===== src/rtl/lbsc_pkg.sv =====
// Constants and types for the local bus status and control block.
// Assumes one 10 MHz clock and an active-low asynchronous reset.
// ----------------------------------------------------------------
// Functional notes
// ----------------------------------------------------------------
package lbsc_pkg;
  // ----------------------------------------------------------------
  // Status codes
  // ----------------------------------------------------------------
  localparam logic [2:0] ST_INTA = 3'h0;
  localparam logic [2:0] ST_IO_RD = 3'h1;
  localparam logic [2:0] ST_IO_WR = 3'h2;
  localparam logic [2:0] ST_HALT = 3'h3;
  localparam logic [2:0] ST_FETCH = 3'h4;
  localparam logic [2:0] ST_MEM_RD = 3'h5;
  localparam logic [2:0] ST_MEM_WR = 3'h6;
  localparam logic [2:0] ST_PASSIVE = 3'h7;
  // ----------------------------------------------------------------
  // Queue status codes, {high, low}
  // ----------------------------------------------------------------
  localparam logic [1:0] QS_NONE = 2'h0;
  localparam logic [1:0] QS_FIRST = 2'h1;
  localparam logic [1:0] QS_NEXT = 2'h3;
  localparam logic [1:0] QS_EMPTY = 2'h2;
  // ----------------------------------------------------------------
  // Reset values and counts
  // ----------------------------------------------------------------
  localparam logic [1:0] STRAP_WAIT = 2'h3;
  localparam logic STRAP_RST = 1'b1;
  localparam logic LINE_RST = 1'b0;
  localparam logic BUS_CLK_RST = 1'b0;
  localparam int AD_W = 16;
  localparam int AHI_W = 4;

  typedef enum logic [1:0] {Q_OP_NONE, Q_OP_FIRST, Q_OP_NEXT, Q_OP_EMPTY} queue_op_t;
  typedef enum logic [2:0] {S_IDLE, S_T1, S_T2, S_T3, S_T4, S_HOLD} bus_state_t;
endpackage


===== src/rtl/lbsc_bus_ctrl.sv =====
// Local bus status and control: cycle sequencer, strobes, queue status pins.
// Assumes the core drives requests on i_clk; pins are synchronised here.
`timescale 1ns/1ps
module lbsc_bus_ctrl import lbsc_pkg::*; (
  input wire logic i_clk,
  input wire logic i_rstn,
  input wire logic i_req,
  input wire logic [2:0] i_req_status,
  input wire logic [19:0] i_req_addr,
  input wire logic [15:0] i_req_wdata,
  input wire logic i_req_word,
  input wire logic i_req_refresh,
  input wire logic i_req_lock,
  input wire logic i_bus16,
  input wire logic i_ignore_ready,
  input wire logic i_instr_boundary,
  input wire queue_op_t i_queue_op,
  output logic o_req_ready,
  output logic o_done,
  output logic [15:0] o_rdata,
  output logic o_queue_mode,
  input wire logic i_async_ready,
  input wire logic i_sync_ready,
  input wire logic i_hold,
  input wire logic [15:0] i_ad_in,
  output logic [15:0] o_ad_out,
  output logic o_ad_oe,
  output logic [3:0] o_addr_hi,
  output logic o_addr_hi_oe,
  output logic [2:0] o_bus_cycle_status,
  output logic o_status_oe,
  output logic o_ale_queue_state_low,
  output logic o_wr_n_queue_state_high,
  output logic o_wr_oe,
  input wire logic i_rd_queue_mode_select,
  output logic o_rd_n,
  output logic o_rd_oe,
  output logic o_upper_byte_enable_n,
  output logic o_ube_oe,
  output logic o_transceiver_data_enable_n,
  output logic o_den_oe,
  output logic o_lock_n,
  output logic o_lock_oe,
  output logic o_bus_grant_ack,
  output logic o_bus_clock_out
);
  // ----------------------------------------------------------------
  // State
  // ----------------------------------------------------------------
  typedef struct packed {
    bus_state_t st;
    logic [1:0] strap_cnt;
    logic mode_done;
    logic qmode;
    logic ale;
    logic rd_n;
    logic wr_n;
    logic den_n;
    logic lock;
    logic [2:0] status;
    logic [15:0] ad_out;
    logic ad_oe;
    logic [3:0] ahi;
    logic ube_n;
    logic [1:0] qs;
    logic rdy_seen;
    logic grant;
    logic done;
    logic [15:0] rdata;
    logic write;
    logic readlike;
    logic refresh;
  } ctrl_t;

  ctrl_t s_r;
  ctrl_t s_nxt;
  logic rise;
  logic fall;
  logic async_ready_s;
  logic sync_ready_s;
  logic hold_s;
  logic rd_s;
  logic [15:0] ad_s;
  logic grant_ok;

  // ----------------------------------------------------------------
  // Clock and pin synchronisers
  // ----------------------------------------------------------------
  lbsc_clk_div u_div (
    .i_clk(i_clk),
    .i_rstn(i_rstn),
    .o_bus_clock_out(o_bus_clock_out),
    .o_rise_en(rise),
    .o_fall_en(fall)
  );

  lbsc_sync2 #(.W(4), .RST({LINE_RST, LINE_RST, LINE_RST, STRAP_RST})) u_sync_ctl (
    .i_clk(i_clk),
    .i_rstn(i_rstn),
    .i_d({i_async_ready, i_sync_ready, i_hold, i_rd_queue_mode_select}),
    .o_q({async_ready_s, sync_ready_s, hold_s, rd_s})
  );

  lbsc_sync2 #(.W(AD_W), .RST('0)) u_sync_ad (
    .i_clk(i_clk),
    .i_rstn(i_rstn),
    .i_d(i_ad_in),
    .o_q(ad_s)
  );

  // Lock blocks the grant so a locked sequence cannot be split
  assign grant_ok = hold_s && i_instr_boundary && !s_r.lock;
  assign o_req_ready = rise && (s_r.st == S_IDLE) && s_r.mode_done && !grant_ok;

  // ----------------------------------------------------------------
  // Next state
  // ----------------------------------------------------------------
  always_comb begin
    s_nxt = s_r;
    s_nxt.done = 1'b0;
    // Strap waits for the synchroniser to see the real pin level
    if (!s_r.mode_done) begin
      if (s_r.strap_cnt == STRAP_WAIT) begin
        s_nxt.mode_done = 1'b1;
        s_nxt.qmode = ~rd_s;
      end else begin
        s_nxt.strap_cnt = s_r.strap_cnt + 2'h1;
      end
    end
    unique case (i_queue_op)
      Q_OP_NONE: s_nxt.qs = QS_NONE;
      Q_OP_FIRST: s_nxt.qs = QS_FIRST;
      Q_OP_NEXT: s_nxt.qs = QS_NEXT;
      Q_OP_EMPTY: s_nxt.qs = QS_EMPTY;
    endcase
    if (fall) begin
      s_nxt.ale = 1'b0;
      if (s_r.st == S_T3 && (async_ready_s || sync_ready_s)) begin
        s_nxt.rdy_seen = 1'b1;
      end
    end
    if (rise) begin
      unique case (s_r.st)
        S_IDLE: begin
          if (s_r.mode_done && grant_ok) begin
            s_nxt.st = S_HOLD;
            s_nxt.grant = 1'b1;
          end else if (s_r.mode_done && i_req) begin
            s_nxt.st = S_T1;
            s_nxt.status = i_req_status;
            s_nxt.ale = 1'b1;
            s_nxt.ad_out = i_req_addr[15:0];
            s_nxt.ad_oe = 1'b1;
            s_nxt.ahi = i_req_addr[19:16];
            s_nxt.lock = i_req_lock;
            s_nxt.refresh = i_req_refresh;
            s_nxt.write = (i_req_status == ST_IO_WR) || (i_req_status == ST_MEM_WR);
            s_nxt.readlike = (i_req_status == ST_INTA) || (i_req_status == ST_IO_RD) ||
              (i_req_status == ST_FETCH) || (i_req_status == ST_MEM_RD);
            if (!i_bus16) begin
              s_nxt.ube_n = ~i_req_refresh;
            end else if (i_req_refresh) begin
              s_nxt.ad_out[0] = 1'b1;
              s_nxt.ube_n = 1'b1;
            end else begin
              s_nxt.ube_n = ~(i_req_word | i_req_addr[0]);
            end
          end
        end
        S_T1: begin
          s_nxt.ahi = 4'h0;
          if (s_r.status == ST_HALT) begin
            s_nxt.st = S_IDLE;
            s_nxt.status = ST_PASSIVE;
            s_nxt.ad_oe = 1'b0;
            s_nxt.done = 1'b1;
          end else begin
            s_nxt.st = S_T2;
            s_nxt.ad_out = s_r.write ? i_req_wdata : s_r.ad_out;
            s_nxt.ad_oe = s_r.write;
            s_nxt.rd_n = ~s_r.readlike;
            s_nxt.wr_n = ~s_r.write;
            s_nxt.den_n = ~(s_r.write | s_r.readlike);
          end
        end
        S_T2: begin
          s_nxt.st = S_T3;
          s_nxt.rdy_seen = 1'b0;
        end
        S_T3: begin
          // Wait states repeat T3 until a ready is seen
          if (s_r.rdy_seen || async_ready_s || i_ignore_ready) begin
            s_nxt.st = S_T4;
            s_nxt.status = ST_PASSIVE;
            s_nxt.rd_n = 1'b1;
            s_nxt.wr_n = 1'b1;
            s_nxt.rdata = s_r.readlike ? ad_s : s_r.rdata;
            s_nxt.done = 1'b1;
          end
        end
        S_T4: begin
          s_nxt.st = S_IDLE;
          s_nxt.den_n = 1'b1;
          s_nxt.ad_oe = 1'b0;
          s_nxt.lock = s_r.lock & i_req_lock;
        end
        S_HOLD: begin
          if (!hold_s) begin
            s_nxt.st = S_IDLE;
            s_nxt.grant = 1'b0;
          end
        end
      endcase
    end
  end

  always_ff @(posedge i_clk or negedge i_rstn) begin
    if (!i_rstn) begin
      s_r <= '{st: S_IDLE, strap_cnt: 2'h0, mode_done: 1'b0, qmode: 1'b0, ale: 1'b0,
        rd_n: 1'b1, wr_n: 1'b1, den_n: 1'b1, lock: 1'b0, status: ST_PASSIVE,
        ad_out: 16'h0000, ad_oe: 1'b0, ahi: 4'h0, ube_n: 1'b1, qs: QS_NONE,
        rdy_seen: 1'b0, grant: 1'b0, done: 1'b0, rdata: 16'h0000, write: 1'b0,
        readlike: 1'b0, refresh: 1'b0};
    end else begin
      s_r <= s_nxt;
    end
  end

  // ----------------------------------------------------------------
  // Pin drive
  // ----------------------------------------------------------------
  assign o_done = s_r.done;
  assign o_rdata = s_r.rdata;
  assign o_queue_mode = s_r.qmode;
  assign o_ad_out = s_r.ad_out;
  assign o_ad_oe = s_r.ad_oe && !s_r.grant;
  assign o_addr_hi = s_r.ahi;
  assign o_addr_hi_oe = s_r.mode_done && !s_r.grant;
  assign o_bus_cycle_status = s_r.status;
  assign o_status_oe = s_r.mode_done && !s_r.grant;
  assign o_ale_queue_state_low = s_r.qmode ? s_r.qs[0] : s_r.ale;
  assign o_wr_n_queue_state_high = s_r.qmode ? s_r.qs[1] : s_r.wr_n;
  assign o_wr_oe = s_r.mode_done && (s_r.qmode || !s_r.grant);
  assign o_rd_n = s_r.rd_n;
  // Read pin stays an input until the strap has been taken
  assign o_rd_oe = s_r.mode_done && !s_r.grant;
  assign o_upper_byte_enable_n = s_r.ube_n;
  assign o_ube_oe = s_r.mode_done && !s_r.grant;
  assign o_transceiver_data_enable_n = s_r.den_n;
  assign o_den_oe = !s_r.grant;
  assign o_lock_n = ~s_r.lock;
  // Lock pin floats in reset so the weak pull-up holds it high
  assign o_lock_oe = s_r.mode_done && !s_r.grant;
  assign o_bus_grant_ack = s_r.grant;
endmodule // lbsc_bus_ctrl


===== src/rtl/lbsc_clk_div.sv =====
// Bus clock divider: half rate output plus phase enables.
// Assumes i_clk is the input clock; bus clock toggles every cycle.
`timescale 1ns/1ps
module lbsc_clk_div import lbsc_pkg::*; (
  input wire logic i_clk,
  input wire logic i_rstn,
  output logic o_bus_clock_out,
  output logic o_rise_en,
  output logic o_fall_en
);
  typedef struct packed {
    logic clk;
  } div_t;
  div_t d_r;
  div_t d_nxt;

  always_comb begin
    d_nxt.clk = ~d_r.clk;
  end

  always_ff @(posedge i_clk or negedge i_rstn) begin
    if (!i_rstn) begin
      d_r <= BUS_CLK_RST;
    end else begin
      d_r <= d_nxt;
    end
  end

  assign o_bus_clock_out = d_r.clk;
  // Enables mark the edge at which the bus clock next rises or falls
  assign o_rise_en = ~d_r.clk;
  assign o_fall_en = d_r.clk;
endmodule // lbsc_clk_div


===== src/rtl/lbsc_sync2.sv =====
// Two-stage synchroniser for pin inputs, one stage pair per bit.
// Assumes inputs are asynchronous to i_clk.
`timescale 1ns/1ps
module lbsc_sync2 import lbsc_pkg::*; #(
  parameter int W = 1,
  parameter logic [W-1:0] RST = '0
) (
  input wire logic i_clk,
  input wire logic i_rstn,
  input wire logic [W-1:0] i_d,
  output logic [W-1:0] o_q
);
  typedef struct packed {
    logic [W-1:0] meta;
    logic [W-1:0] out;
  } sync_t;
  sync_t s_r;
  sync_t s_nxt;

  always_comb begin
    s_nxt.meta = i_d;
    s_nxt.out = s_r.meta;
  end

  always_ff @(posedge i_clk or negedge i_rstn) begin
    if (!i_rstn) begin
      s_r <= {RST, RST};
    end else begin
      s_r <= s_nxt;
    end
  end

  assign o_q = s_r.out;
endmodule // lbsc_sync2


===== config.mk =====
export PLATFORM = sky130hd
export DESIGN_NAME = lbsc_bus_ctrl
export DESIGN_NICKNAME = d
export VERILOG_FILES = /design/src/rtl/lbsc_pkg.sv /design/src/rtl/lbsc_bus_ctrl.sv /design/src/rtl/lbsc_clk_div.sv /design/src/rtl/lbsc_sync2.sv
export SDC_FILE = /design/constraint.sdc
export NUM_CORES = 1
export LEC_CHECK = 0
export BUFFER_PORTS_ARGS = -buffer_cell sky130_fd_sc_hd__buf_2
export CORE_MARGIN = 1.5
export CORE_UTILIZATION = 40
export CTS_BUF_LIST = sky130_fd_sc_hd__clkbuf_4 sky130_fd_sc_hd__clkbuf_8 sky130_fd_sc_hd__clkbuf_16
export CTS_CLUSTER_DIAMETER = 200
export DETAILED_ROUTE_END_ITERATION = 10
export PLACE_DENSITY = 0.76
export SETUP_SLACK_MARGIN = 0.05
export SYNTH_ARGS = -nofsm -noshare
export SYNTH_HDL_FRONTEND = slang
export SYNTH_SLANG_ARGS = --single-unit

===== constraint.sdc =====
create_clock -name i_clk -period 1.7 [get_ports i_clk]
set_clock_uncertainty 0.05 [all_clocks]
set_input_delay 0.085 -clock i_clk [delete_from_list [all_inputs] [get_ports i_clk]]
set_output_delay 0.085 -clock i_clk [all_outputs]
set_load 0.005 [all_outputs]

# Word level (Yosys, flattened, before mapping)
# Index checks and enable logic that the tools add are counted.
dict set report classes {
  n_mux 52
  add_sub_neg 1
  eq_ne 24
  reduce_logical 45
  bitwise_logic 14
}
# operator count
set ops {}
lappend ops {{16-bit two-way mux} 4}
lappend ops {{26-bit two-way mux} 2}
lappend ops {{16-bit one-hot mux with 2 select lines} 1}
lappend ops {{4-bit AND reduction} 8}
lappend ops {{3-bit two-way mux} 10}
lappend ops {{30-bit two-way mux} 1}
lappend ops {{22-bit two-way mux} 1}
lappend ops {{1-bit two-way mux} 18}
lappend ops {{3-bit one-hot mux with 6 select lines} 1}
lappend ops {{17-bit two-way mux} 1}
lappend ops {{3-bit == test, second input constant} 5}
lappend ops {{3-bit by 2-bit == test with 1-bit output, second input constant} 4}
lappend ops {{6-bit AND reduction} 2}
lappend ops {{1-bit logical AND} 11}
lappend ops {{1-bit NOT} 11}
lappend ops {{2-bit inequality test, second input constant} 5}
lappend ops {{2-bit nonzero test} 5}
lappend ops {{3-bit one-hot mux with 3 select lines} 1}
lappend ops {{1-bit logical OR} 8}
lappend ops {{2-bit two-way mux} 4}
lappend ops {{1-bit one-hot mux with 2 select lines} 4}
lappend ops {{2-bit one-hot mux with 4 select lines} 1}
lappend ops {{4-bit one-hot mux with 2 select lines} 1}
lappend ops {{2-bit == test, second input constant} 3}
lappend ops {{15 further kinds} 24}
dict set report totals {
  reg_bits 102
  word_cells 163
  output_inout_bits 58
}

# Depth between registers and ports, before layout
# Gate-level depths: netlist of run 1.
dict set report logic_depth {
  word_depth 8
  mapped_depth 6
  depth_no_buf 4
}

# Modules after synthesis
# Synthesis of run 1 repeated with hierarchy kept, for this count alone.
dict set report unflattened {
  hier_cells 372
  area_unflattened_um2 4332.9
}
# mod instances seq_area_each_um2 cells_each area_per_inst_um2
set modules_own_cells {}
lappend modules_own_cells {lbsc_bus_ctrl 1 1510.2 329 3293.2}
lappend modules_own_cells {{lbsc_sync2 at u_sync_ad} 1 800.8 32 800.8}
lappend modules_own_cells {{lbsc_sync2 at u_sync_ctl} 1 202.7 8 202.7}
lappend modules_own_cells {lbsc_clk_div 1 25.0 3 36.3}

# Worst setup path after synthesis of run 1
# No wires, ideal clock.
dict set report synth_timing {
  kind {reg-to-reg}
  startpoint {reg s_r[60] (netlist name)}
  endpoint {reg s_r (netlist bit o_ad_out[10])}
  synth_period_minus_slack_ns 1.746
  n_path_buf 2
  slack_ns -0.046
  setup_time_ns 0.125
  stages_incl_launch_ff 7
  arrival_ns 1.571
  cell_sequence {dfrtp_1 buf_6 nor3b_4 nand2_1 nand3_4 buf_6 mux2_4}
}
dict set report synth_between {
  elab_chain_cells 3
}
# item line
set synth_lines {}
lappend synth_lines {{start, declared} lbsc_bus_ctrl.sv:75} ;# ctrl_t s_r;
lappend synth_lines {{start signal, assigned} lbsc_bus_ctrl.sv:219} ;# s_r <= '{st: S_IDLE, strap_cnt: 2'h0, mode_done: 1'b0, qmode: 1'b0, ale: 1'b0,
lappend synth_lines {{start signal, assigned} lbsc_bus_ctrl.sv:225} ;# s_r <= s_nxt;
lappend synth_lines {{3-bit by 1-bit == test with 1-bit output / 3-bit zero test (equally long branches)} lbsc_bus_ctrl.sv:143} ;# unique case (s_r.st)
lappend synth_lines {{2-bit inequality test (no source line) (tied with other cells)} --}
lappend synth_lines {{6-bit AND reduction (no source line)} --}
# Parallel ways exist; a longest one is shown, timed or not.
# A chain may end at the register's enable or synchronous reset.

# Final worst setup path of run 1
dict set report layout_timing {
  startpoint {reg s_r[60] (netlist name)}
  endpoint {reg s_r (netlist bit o_ad_out[12])}
}
# The elaborated chain is that of the path after synthesis.

==> results.json, run 1 <==
{
  "crit_chain": "buf_4, or3b_4, bufbuf_16, nand2_1, o21ai_0, mux2_4",
  "track_usage": 0.174,
  "grt_pass1_wl_um": 15600,
  "syn_area_um2": 4490,
  "hold_depth": 4,
  "cts_buffer_depth": 2,
  "status": "complete, but fails checks",
  "drtIter0Drc": 160,
  "routed_wl_um": 10200,
  "path_buf_inv": 2,
  "max_slew_margin": 0.694,
  "cts_tree": "built",
  "reg2reg_depth": 6,
  "worstSetupPathType": "reg2reg",
  "gp_congestion": 0.884,
  "ys_types": 48,
  "arrival_ns": 2.02,
  "mostFrequentLayoutCells": "buf_2, dfrtp_1, nand2_1",
  "wl_met3_um": 509,
  "cts_buffers": 9,
  "syn_inst": 371,
  "slowest_stage": "dfrtp_1",
  "stdcell_count": 683,
  "ys_seq_elements": 101,
  "max_cap_viol_count": 0,
  "min_path_type": "in2reg",
  "yosysSeqAreaShare": 0.565,
  "post-route-min-period_ns": 1.82,
  "route.top_layer_used": "met4",
  "fp-row-count": 38,
  "place.detailed.hpwl_um": 6770,
  "violations": "negative setup slack",
  "antenna_found_initial": 0,
  "peakVddDrop_mv": 0.609,
  "viasPerCell": 4.79,
  "tightest_slew_ns": 0.460,
  "cts.root.buffer_cell": "clkbuf_8",
  "reg2reg_to": "o_ad_out[12]$_DFFE_PN0P_",
  "dp_cells": 610,
  "rsz0062_at_grt": "yes",
  "htreeDepth": 3,
  "portBuffers": 127,
  "drc": 0,
  "cp_slowest_stage_delay_ns": 0.42,
  "clk_latency_ns": 0.36,
  "fin_nets": 612,
  "p_per_area_nw_per_um2": 1380,
  "drv_slew": 0,
  "wl_per_cell_um": 14.9,
  "reg2reg_slack_ns": -0.12,
  "met2WireLength_um": 5150,
  "start_util": 0.413,
  "first_global_vias": 3225,
  "diodes": 0,
  "period_share": 1.07,
  "start_kind": "flop",
  "clock_sinks": 101,
  "setup_slack_ns": -0.125,
  "endpoint": "o_ad_out[12]$_DFFE_PN0P_",
  "path_delay_family": "simple AND/OR/NAND/NOR gates",
  "setup_violations": 42,
  "dieArea_um2": 11900,
  "grt-ovfl-total": 0,
  "ant_nets": 0,
  "path_clk_slew_ns": 0.10,
  "pre_cts_ws_ns": -0.0192,
  "fmax_ghz": 0.548,
  "die_y_um": 109,
  "syn_avg_cell_area_um2": 12.1,
  "grt_max_degree": 50,
  "rr_startpoint": "s_r[60]$_DFFE_PN0P_",
  "worst-path-stages": 6,
  "die_w_um": 109,
  "vias": 3274,
  "area_growth_pct": 37.0,
  "hold_viol": 0,
  "dr.pass1.iters": 4,
  "power_mw": 8.49,
  "crit_required_ns": 1.89,
  "drive_above_1_share": 0.505,
  "critical_path.max_fanout": 5,
  "coreArea_um2": 10900,
  "met1_length_um": 4320,
  "mostFrequentLayoutCell": "buf_2",
  "crit_path_end_kind": "flop",
  "leakage_nw": 3.04,
  "synth_warnings": 0,
  "boundaryPins": 128,
  "crit_start": "s_r[60]$_DFFE_PN0P_",
  "syn_nets": 445
}
-- flip-flops by register name, summed over array words and instances, names as in the netlist, 3 cells and up --
signal              cells
s_r                    15
u_sync_ad.o_q          16
o_addr_hi               4
u_sync_ctl.o_q          4
u_sync_ctl.s_nxt        4
o_rdata                16
o_bus_cycle_status      3
u_sync_ad.s_nxt        16
o_ad_out               16
-- power breakdown --
group	switching [mW]	internal, mW
Clock	0.851	0.597
Combinational	1.52	2.09
Sequential	0.380	3.05
Total	2.75	5.74
-- Yosys cell counts (all sizes together) --
master,instances,area (um2)
nand2,44,168
a21o,2,15.0
nor3,5,41.3
a2bb2oi,1,8.76
mux2,39,514
clkbuf,6,22.5
mux2i,4,40.0
a31oi,1,6.26
dfstp,9,236
inv,17,63.8
a31o,1,8.76
buf,52,408
nor2,9,41.3
ha,4,50.1
o21a,2,15.0
and2,1,6.26
and3b,3,27.5
nor4,2,12.5
nor2b,4,25.0
nand3,5,37.5
dfrtp,92,2300
nand3b,4,30.0
o2bb2ai,1,8.76
xor2,1,8.76
o211ai,2,15.0
o21ai,31,155
o31ai,2,28.8
a22o,1,8.76
or3,2,17.5
nand2b,4,32.5
nand4,4,25.0
nor3b,2,37.5
a21oi,12,60.1
a211oi,1,7.51
or3b,1,8.76
-- worst reg2reg max path, cell delays in order (launching register included) --
cell       delay [ns]
dfrtp_1          0.42
buf_4            0.15
or3b_4           0.42
bufbuf_16        0.29
nand2_1          0.06
o21ai_0          0.07
mux2_4           0.27
-- logic make-up (layout without fill, tap and decap cells) --
| logic type | after synthesis | in the layout | synth area share |
|---|---|---|---|
| muxes | 43 | 43 | 0.123 |
| AOI/OAI and AO/OA | 57 | 57 | 0.0752 |
| adders and majority gates | 4 | 4 | 0.0111 |
| xor gates and xnor gates | 1 | 1 | 0.00195 |
| buffers and inverters | 75 | 247 | 0.110 |
| DFF | 101 | 101 | 0.565 |
| and+or+nand+nor | 90 | 90 | 0.114 |
-- through the flow --
| step | hold WS (ns) | cell area (um2) | utilization | setup TNS [ns] |
|---|---|---|---|---|
| finish | 0.00629 | 6160 | 0.565 | -3.43 |
| global route | 0.0100 | 6160 | 0.565 | -6.25 |
| CTS | 0.00147 | 6030 | 0.554 | -3.51 |
| detailed placement | 0.0184 | 5180 | 0.476 | -0.0539 |
| global placement | 0.0160 | 5180 | 0.476 | 0 |
| floorplan | -0.261 | 4520 | - | -0.270 |
-- timing repair --
item	4_1_cts	5_1_grt
setup buffers	16	4
resized for setup	26	34
hold buffers	34	0
cloned	3	0
endpoints found under the hold margin	64	0
pin swaps	8	7
setup endpoints to repair	38	53
-- metal layers --
metal,vias up,track usage
li1,1538,-
met4,0,0.0733
met3,13,0.0323
met5,-,0
met1,1613,0.220
met2,110,0.292
-- worst min-delay path by stage --
stage                               from                       to  slack [ns]
after floorplan                   i_rstn  o_ad_out[0]$_DFFE_PN0P_       -0.26
after global placement            i_rstn      s_r[57]$_DFFE_PN0P_        0.02
after detailed placement          i_rstn        s_r[23]$_DFF_PN0_        0.02
after CTS                 i_req_wdata[5]  o_ad_out[5]$_DFFE_PN0P_       0.001
after global routing      i_req_wdata[5]  o_ad_out[5]$_DFFE_PN0P_        0.01
final                     i_req_wdata[5]  o_ad_out[5]$_DFFE_PN0P_       0.006
-- cell type report --
| cell class | instances | area [um2] |
|---|---|---|
| tap | 140 | 175 |
| fill | 913 | 4730 |
| timing repair buffer | 214 | 1590 |
| sequential | 101 | 2540 |
| inverter | 17 | 63.8 |
| clock buffer | 10 | 138 |
| clock inverter | 6 | 50.0 |
| multi-input combinational | 195 | 1600 |
Note: power is estimated with default switching activity, not from simulation.
==> run 2: changes to the inputs <==
Settings changed: ABC_AREA set to 1.
==> run 2 against run 1 <==
The run now ends clean; via count rose by 10%; sequential power barely moved; critical path depth decreased by 1; synthesized cell count up 29%; non-clock buffer count down 9; power is 11% lower; largest cell class unchanged; highest routed layer unchanged.
==> results.json, run 2 <==
{
  "grt-ovfl-total": 0,
  "slowest_stage": "dfrtp_1",
  "syn_inst": 479,
  "status": "finished, final reports clean",
  "wl_per_cell_um": 12.9,
  "peakVddDrop_mv": 0.555,
  "grt_pass1_wl_um": 16600,
  "nFillCells": 958,
  "power_mw": 7.58,
  "fp-row-count": 38,
  "period_share": 0.936,
  "setup_slack_ns": 0.110,
  "cts.root.buffer_cell": "clkbuf_8",
  "clockPowerShare": 0.210,
  "die_y_um": 108,
  "antenna_found_initial": 0,
  "start_kind": "flop",
  "yosysSeqAreaShare": 0.575,
  "dr.pass1.iters": 4,
  "min_path_type": "in2reg",
  "grt_max_degree": 43,
  "gp_congestion": 0.888,
  "drv_slew": 0,
  "portBuffers": 127,
  "clk_latency_ns": 0.36,
  "post-route-min-period_ns": 1.59,
  "die_w_um": 108,
  "synth-edff-count": 0,
  "path_delay_family": "flip-flops",
  "tightest_slew_ns": 0.467,
  "syn_avg_cell_area_um2": 9.22,
  "synth_warnings": 0,
  "setup_violations": 0,
  "ys_seq_elements": 101,
  "ant_nets": 0,
  "p_int_mw": 4.96,
  "drive_above_1_share": 0.299,
  "hold_viol": 0,
  "stdcell_count": 786,
  "dieArea_um2": 11700,
  "design_area_um2": 5860,
  "pre_cts_ws_ns": 0.0321,
  "regArea_um2": 2540,
  "drc": 0,
  "synthFlopType": "dfrtp_1",
  "fmax_ghz": 0.629,
  "dp_cells": 704,
  "critical_path.max_fanout": 32,
  "yosysTopAreaCellShare": 0.521,
  "syn_area_um2": 4420,
  "path_clk_slew_ns": 0.10,
  "clock_sinks": 101,
  "fin_nets": 715,
  "boundaryPins": 128,
  "max_slew_margin": 0.689,
  "start_util": 0.409,
  "htreeDepth": 3,
  "diodes": 0,
  "max_cap_viol_count": 0,
  "vias": 3600,
  "arrival_ns": 1.81,
  "mostFrequentLayoutCells": "nand2_1, buf_2, dfrtp_1",
  "power.switching_mw": 2.63,
  "yosysTopAreaCell": "dfrtp_1",
  "track_usage": 0.184,
  "path_buf_inv": 2,
  "p_sw_frac": 0.346,
  "postPlaceCellArea_um2": 4950,
  "synth_commonest_cells": "nand2_1, dfrtp_1, buf_4, inv_1, o21ai_0",
  "pwr-share-comb": 0.338,
  "place.detailed.hpwl_um": 6730,
  "cts_buffers": 9,
  "crit_path_end_kind": "flop",
  "area_growth_pct": 32.8,
  "crit_chain": "inv_1, nand4_2, buf_4, nand2_1, o21ai_0",
  "p_seq_frac": 0.452,
  "p_per_area_nw_per_um2": 1290,
  "viasPerCell": 4.58,
  "routed_wl_um": 10200,
  "crit_required_ns": 1.92,
  "cts_buffer_depth": 2,
  "async_reset_ff_frac": 1.00,
  "tns_ns": 0,
  "mostFrequentLayoutCell": "nand2_1",
  "first_global_vias": 3615,
  "multi_input_area_um2": 1330,
  "coreArea_um2": 10800,
  "leakage_nw": 3.14,
  "cp_slowest_stage_delay_ns": 0.64,
  "syn_nets": 553,
  "synthTopCellsByArea": "dfrtp_1, nand2_1, buf_4, dfstp_2, o21ai_0",
  "drtIter0Drc": 225,
  "rsz0062_at_grt": "yes",
  "ys_types": 30,
  "cts_tree": "built",
  "worstSetupPathType": "reg2reg",
  "synth_most_common_cell": "nand2_1"
}
-- run 2: cell types whose count changed after synthesis, moves of 4 or more --
| cell | change |
|---|---|
| a21oi_1 | -5 |
| nor2b_1 | -4 |
| nand2_1 | +133 |
| mux2i_1 | -4 |
| clkbuf_1 | -5 |
| nand3_1 | +13 |
| buf_4 | +4 |
| nor2_1 | +6 |
| mux2_2 | -19 |
| mux2_4 | -20 |
| nand2_4 | +4 |
| inv_1 | +22 |
-- run 2: routing by layer --
metal,share of wire,GRT usage,vias up
met1,0.41,0.214,1691
met3,0.060,0.0434,24
li1,-,-,1769
met4,0.023,0.0836,0
met5,0,0,-
met2,0.51,0.321,116
-- run 2: worst paths after layout --
path                                                 startpoint  slack [ns]  cells past startpoint                            end
worst max-delay path            u_div.o_bus_clock_out$_DFF_PN0_        0.11                      5        o_rdata[15]$_DFFE_PN0P_
worst min-delay path                             i_req_wdata[3]        0.02                      5        o_ad_out[3]$_DFFE_PN0P_
worst max register to register  u_div.o_bus_clock_out$_DFF_PN0_        0.11                      5        o_rdata[15]$_DFFE_PN0P_
worst min register to register     u_sync_ad.s_nxt[7]$_DFF_PN0_        0.31                      0     u_sync_ad.o_q[7]$_DFF_PN0_
max in group asynchronous                                i_rstn        0.80                      3             o_rd_n$_DFFE_PN1P_
min in group asynchronous                                i_rstn        0.16                      2  u_sync_ctl.s_nxt[1]$_DFF_PN0_
-- run 2: kinds of logic after synthesis --
kind of cell             Yosys count  share of synthesized area
buffers and inverters             97                      0.129
adder cells (fa/ha/maj)            4                     0.0113
AND/OR/NAND/NOR                  229                      0.228
XOR/XNOR                           1                    0.00198
flip-flops                       101                      0.575
AO/OA/AOI/OAI                     47                     0.0547
-- run 2: cell type report --
cell class / instances / share of cell area
flip-flops and latches: 101 / 0.434
repair buffers: 205 / 0.244
multi-input cells: 281 / 0.228
well taps: 140 / 0.0299
inverters: 43 / 0.0284
clock buffers: 11 / 0.0248
clock inverters: 5 / 0.0115
-- run 2: power groups by stage --
stage	clock, mW	combinational [mW]	sequential, mW
2_1_floorplan	0	1.95	3.33
3_3_place_gp	0	2.19	3.50
6_report	1.59	2.56	3.43
5_1_grt	1.77	2.89	3.51
3_5_place_dp	0	2.25	3.52
4_1_cts	1.66	2.51	3.43
-- run 2: timing repair --
item | CTS | global route
hold endpoints to repair | 102 | 0
gates cloned | 0 | 0
setup endpoints to repair | 17 | 20
resized for setup | 3 | 6
pin swaps | 0 | 1
setup buffers | 5 | 1
hold buffers | 60 | 0
-- run 2: worst min-delay path, stage by stage --
cell and delay (ns):
buf_2 0.08, nand2_1 0.05, nand2_1 0.07, nand2_1 0.05, nand2_1 0.06
-- run 2: metrics by stage --
| stage | hold WS, ns | util |
|---|---|---|
| 5_1_grt | 0.00551 | 0.543 |
| 3_3_place_gp | 0.0174 | 0.459 |
| 6_report | 0.0187 | 0.543 |
| 3_5_place_dp | 0.0201 | 0.459 |
| 2_1_floorplan | -0.261 | - |
| 4_1_cts | 0.00630 | 0.538 |
==> run 3: changes to the inputs <==
Settings changed: REMOVE_ABC_BUFFERS set to 1.
==> run 3 against run 2 <==
Maximum frequency is 0.91% lower; global-route usage is 0.40 points lower; final cell count is 0.13% lower; critical path type is now reg2out; critical endpoint is now o_req_ready.
==> results.json, run 3 (synthesis results as in run 2) <==
{
  "status": "finished, final reports clean",
  "critical_path.max_fanout": 5,
  "rr_startpoint": "s_r[58]$_DFFE_PN0P_",
  "drive_above_1_share": 0.301,
  "grt-ovfl-total": 0,
  "min_path_type": "in2reg",
  "max_cap_viol_count": 0,
  "crit_path_end_kind": "output pin",
  "path_delay_family": "simple AND/OR/NAND/NOR gates",
  "start_kind": "flop",
  "vias": 3603,
  "boundaryPins": 128,
  "dr.pass1.iters": 4,
  "pre_cts_ws_ns": 0.0783,
  "tns_ns": 0,
  "power_mw": 7.46,
  "arrival_ns": 1.47,
  "period_share": 0.944,
  "antenna_found_initial": 0,
  "fmax_ghz": 0.623,
  "routed_wl_um": 10500,
  "mostFrequentLayoutCells": "nand2_1, buf_2, dfrtp_1",
  "hold_depth": 3,
  "fin_nets": 714,
  "coreArea_um2": 10800,
  "drtIter0Drc": 155,
  "path_clk_slew_ns": 0.10,
  "mostFrequentLayoutCell": "nand2_1",
  "cp_slowest_stage_delay_ns": 0.44,
  "die_y_um": 108,
  "min_from": "i_queue_op[0]",
  "whs_ns": 0.0316,
  "p_per_area_nw_per_um2": 1290,
  "track_usage": 0.180,
  "tightest_slew_ns": 0.344,
  "reg2reg_to": "o_ad_out[4]$_DFFE_PN0P_",
  "first_global_vias": 3584,
  "path_buf_inv": 1,
  "place.detailed.hpwl_um": 6940,
  "dieArea_um2": 11700,
  "nFillCells": 940,
  "crit_required_ns": 1.56,
  "fp-row-count": 38,
  "drv_slew": 0,
  "start_util": 0.409,
  "wl_per_cell_um": 13.4,
  "reg2reg_depth": 10,
  "ant_nets": 0,
  "grt_pass1_wl_um": 16300,
  "htreeDepth": 3,
  "slowest_stage": "dfrtp_2",
  "multi_input_area_um2": 1330,
  "max_slew_margin": 0.771,
  "setup_violations": 0,
  "die_w_um": 108,
  "clk_latency_ns": 0.36,
  "regArea_um2": 2540,
  "area_growth_pct": 31.4,
  "fin_util": 0.538,
  "reg2reg_slack_ns": 0.09,
  "gp_congestion": 0.903,
  "clock_sinks": 101,
  "diodes": 0,
  "cts_buffers": 9,
  "rsz0062_at_grt": "yes",
  "portBuffers": 127,
  "cts_tree": "built",
  "crit_chain": "nor2_4, nand2_4, nor4_4, buf_2",
  "drc": 0,
  "cts_buffer_depth": 2,
  "hold_viol": 0,
  "grt_max_degree": 52,
  "viasPerCell": 4.59,
  "post-route-min-period_ns": 1.61,
  "cts.root.buffer_cell": "clkbuf_8",
  "min_to": "s_r[22]$_DFF_PN0_",
  "leakage_nw": 3.12,
  "peakVddDrop_mv": 0.534,
  "setup_slack_ns": 0.0949,
  "worstSetupPathType": "reg2out"
}
-- run 3: cell count changes in the layout (fill, tap and decap cells not counted), sizes merged --
cell / before / now
dlygate4sd3: 60 / 59
bufinv: 1 / 0
inv: 44 / 46
clkinvlp: 2 / 0
clkinv: 1 / 4
clkbuf: 11 / 9
-- run 3: tightest hold or removal path: stages --
cell   delay [ns]
buf_2        0.11
inv_1        0.07
ha_1         0.14
-- run 3: repair_timing --
item | in CTS | in global routing
endpoints found under the hold margin | 141 | 0
resized for setup | 4 | 4
buffers inserted | 2 | 4
pin swaps | 0 | 2
hold buffers | 59 | 0
endpoints found under the setup margin | 2 | 25
-- run 3: power by group --
| part | switching (mW) | internal (mW) | leakage (nW) |
|---|---|---|---|
| registers | 0.383 | 3.03 | 1.21 |
| clock network | 0.904 | 0.572 | 0.0995 |
| logic | 1.44 | 1.13 | 1.82 |
| total | 2.72 | 4.73 | 3.12 |
-- run 3: how the worst max path moves through the flow --
| stage | start | to | cells after the start |
|---|---|---|---|
| 3_5_place_dp | s_r[59]$_DFFE_PN0P_ | o_ad_out[8]$_DFFE_PN0P_ | 8 |
| 4_1_cts | s_r[59]$_DFFE_PN0P_ | o_req_ready | 4 |
| 2_1_floorplan | s_r[59]$_DFFE_PN0P_ | o_rdata[0]$_DFFE_PN0P_ | 4 |
| 6_report | s_r[58]$_DFFE_PN0P_ | o_req_ready | 4 |
| 3_3_place_gp | s_r[60]$_DFFE_PN0P_ | o_ad_out[11]$_DFFE_PN0P_ | 10 |
| 5_1_grt | s_r[58]$_DFFE_PN0P_ | o_ad_out[15]$_DFFE_PN0P_ | 7 |
-- run 3: per-stage QoR --
step,instances,instance area [um2]
after floorplan,425,4010
after global placement,704,4940
after detailed placement,704,4940
after CTS,781,5740
after global routing,785,5800
final,785,5800
-- run 3: area by class of cell --
| cell class | count | share of cell area |
|---|---|---|
| sequential | 101 | 0.438 |
| tap | 140 | 0.0302 |
| clock buffer | 9 | 0.0214 |
| multi-input combinational | 281 | 0.229 |
| inverter | 43 | 0.0287 |
| timing repair buffer | 204 | 0.242 |
| clock inverter | 7 | 0.0112 |
-- run 3: per-layer routing --
metal | up-vias | part of all wire | global-route usage
li1 | 1763 | - | -
met1 | 1698 | 0.42 | 0.215
met2 | 127 | 0.51 | 0.320
met3 | 15 | 0.057 | 0.0344
met4 | 0 | 0.015 | 0.0686
met5 | - | 0 | 0
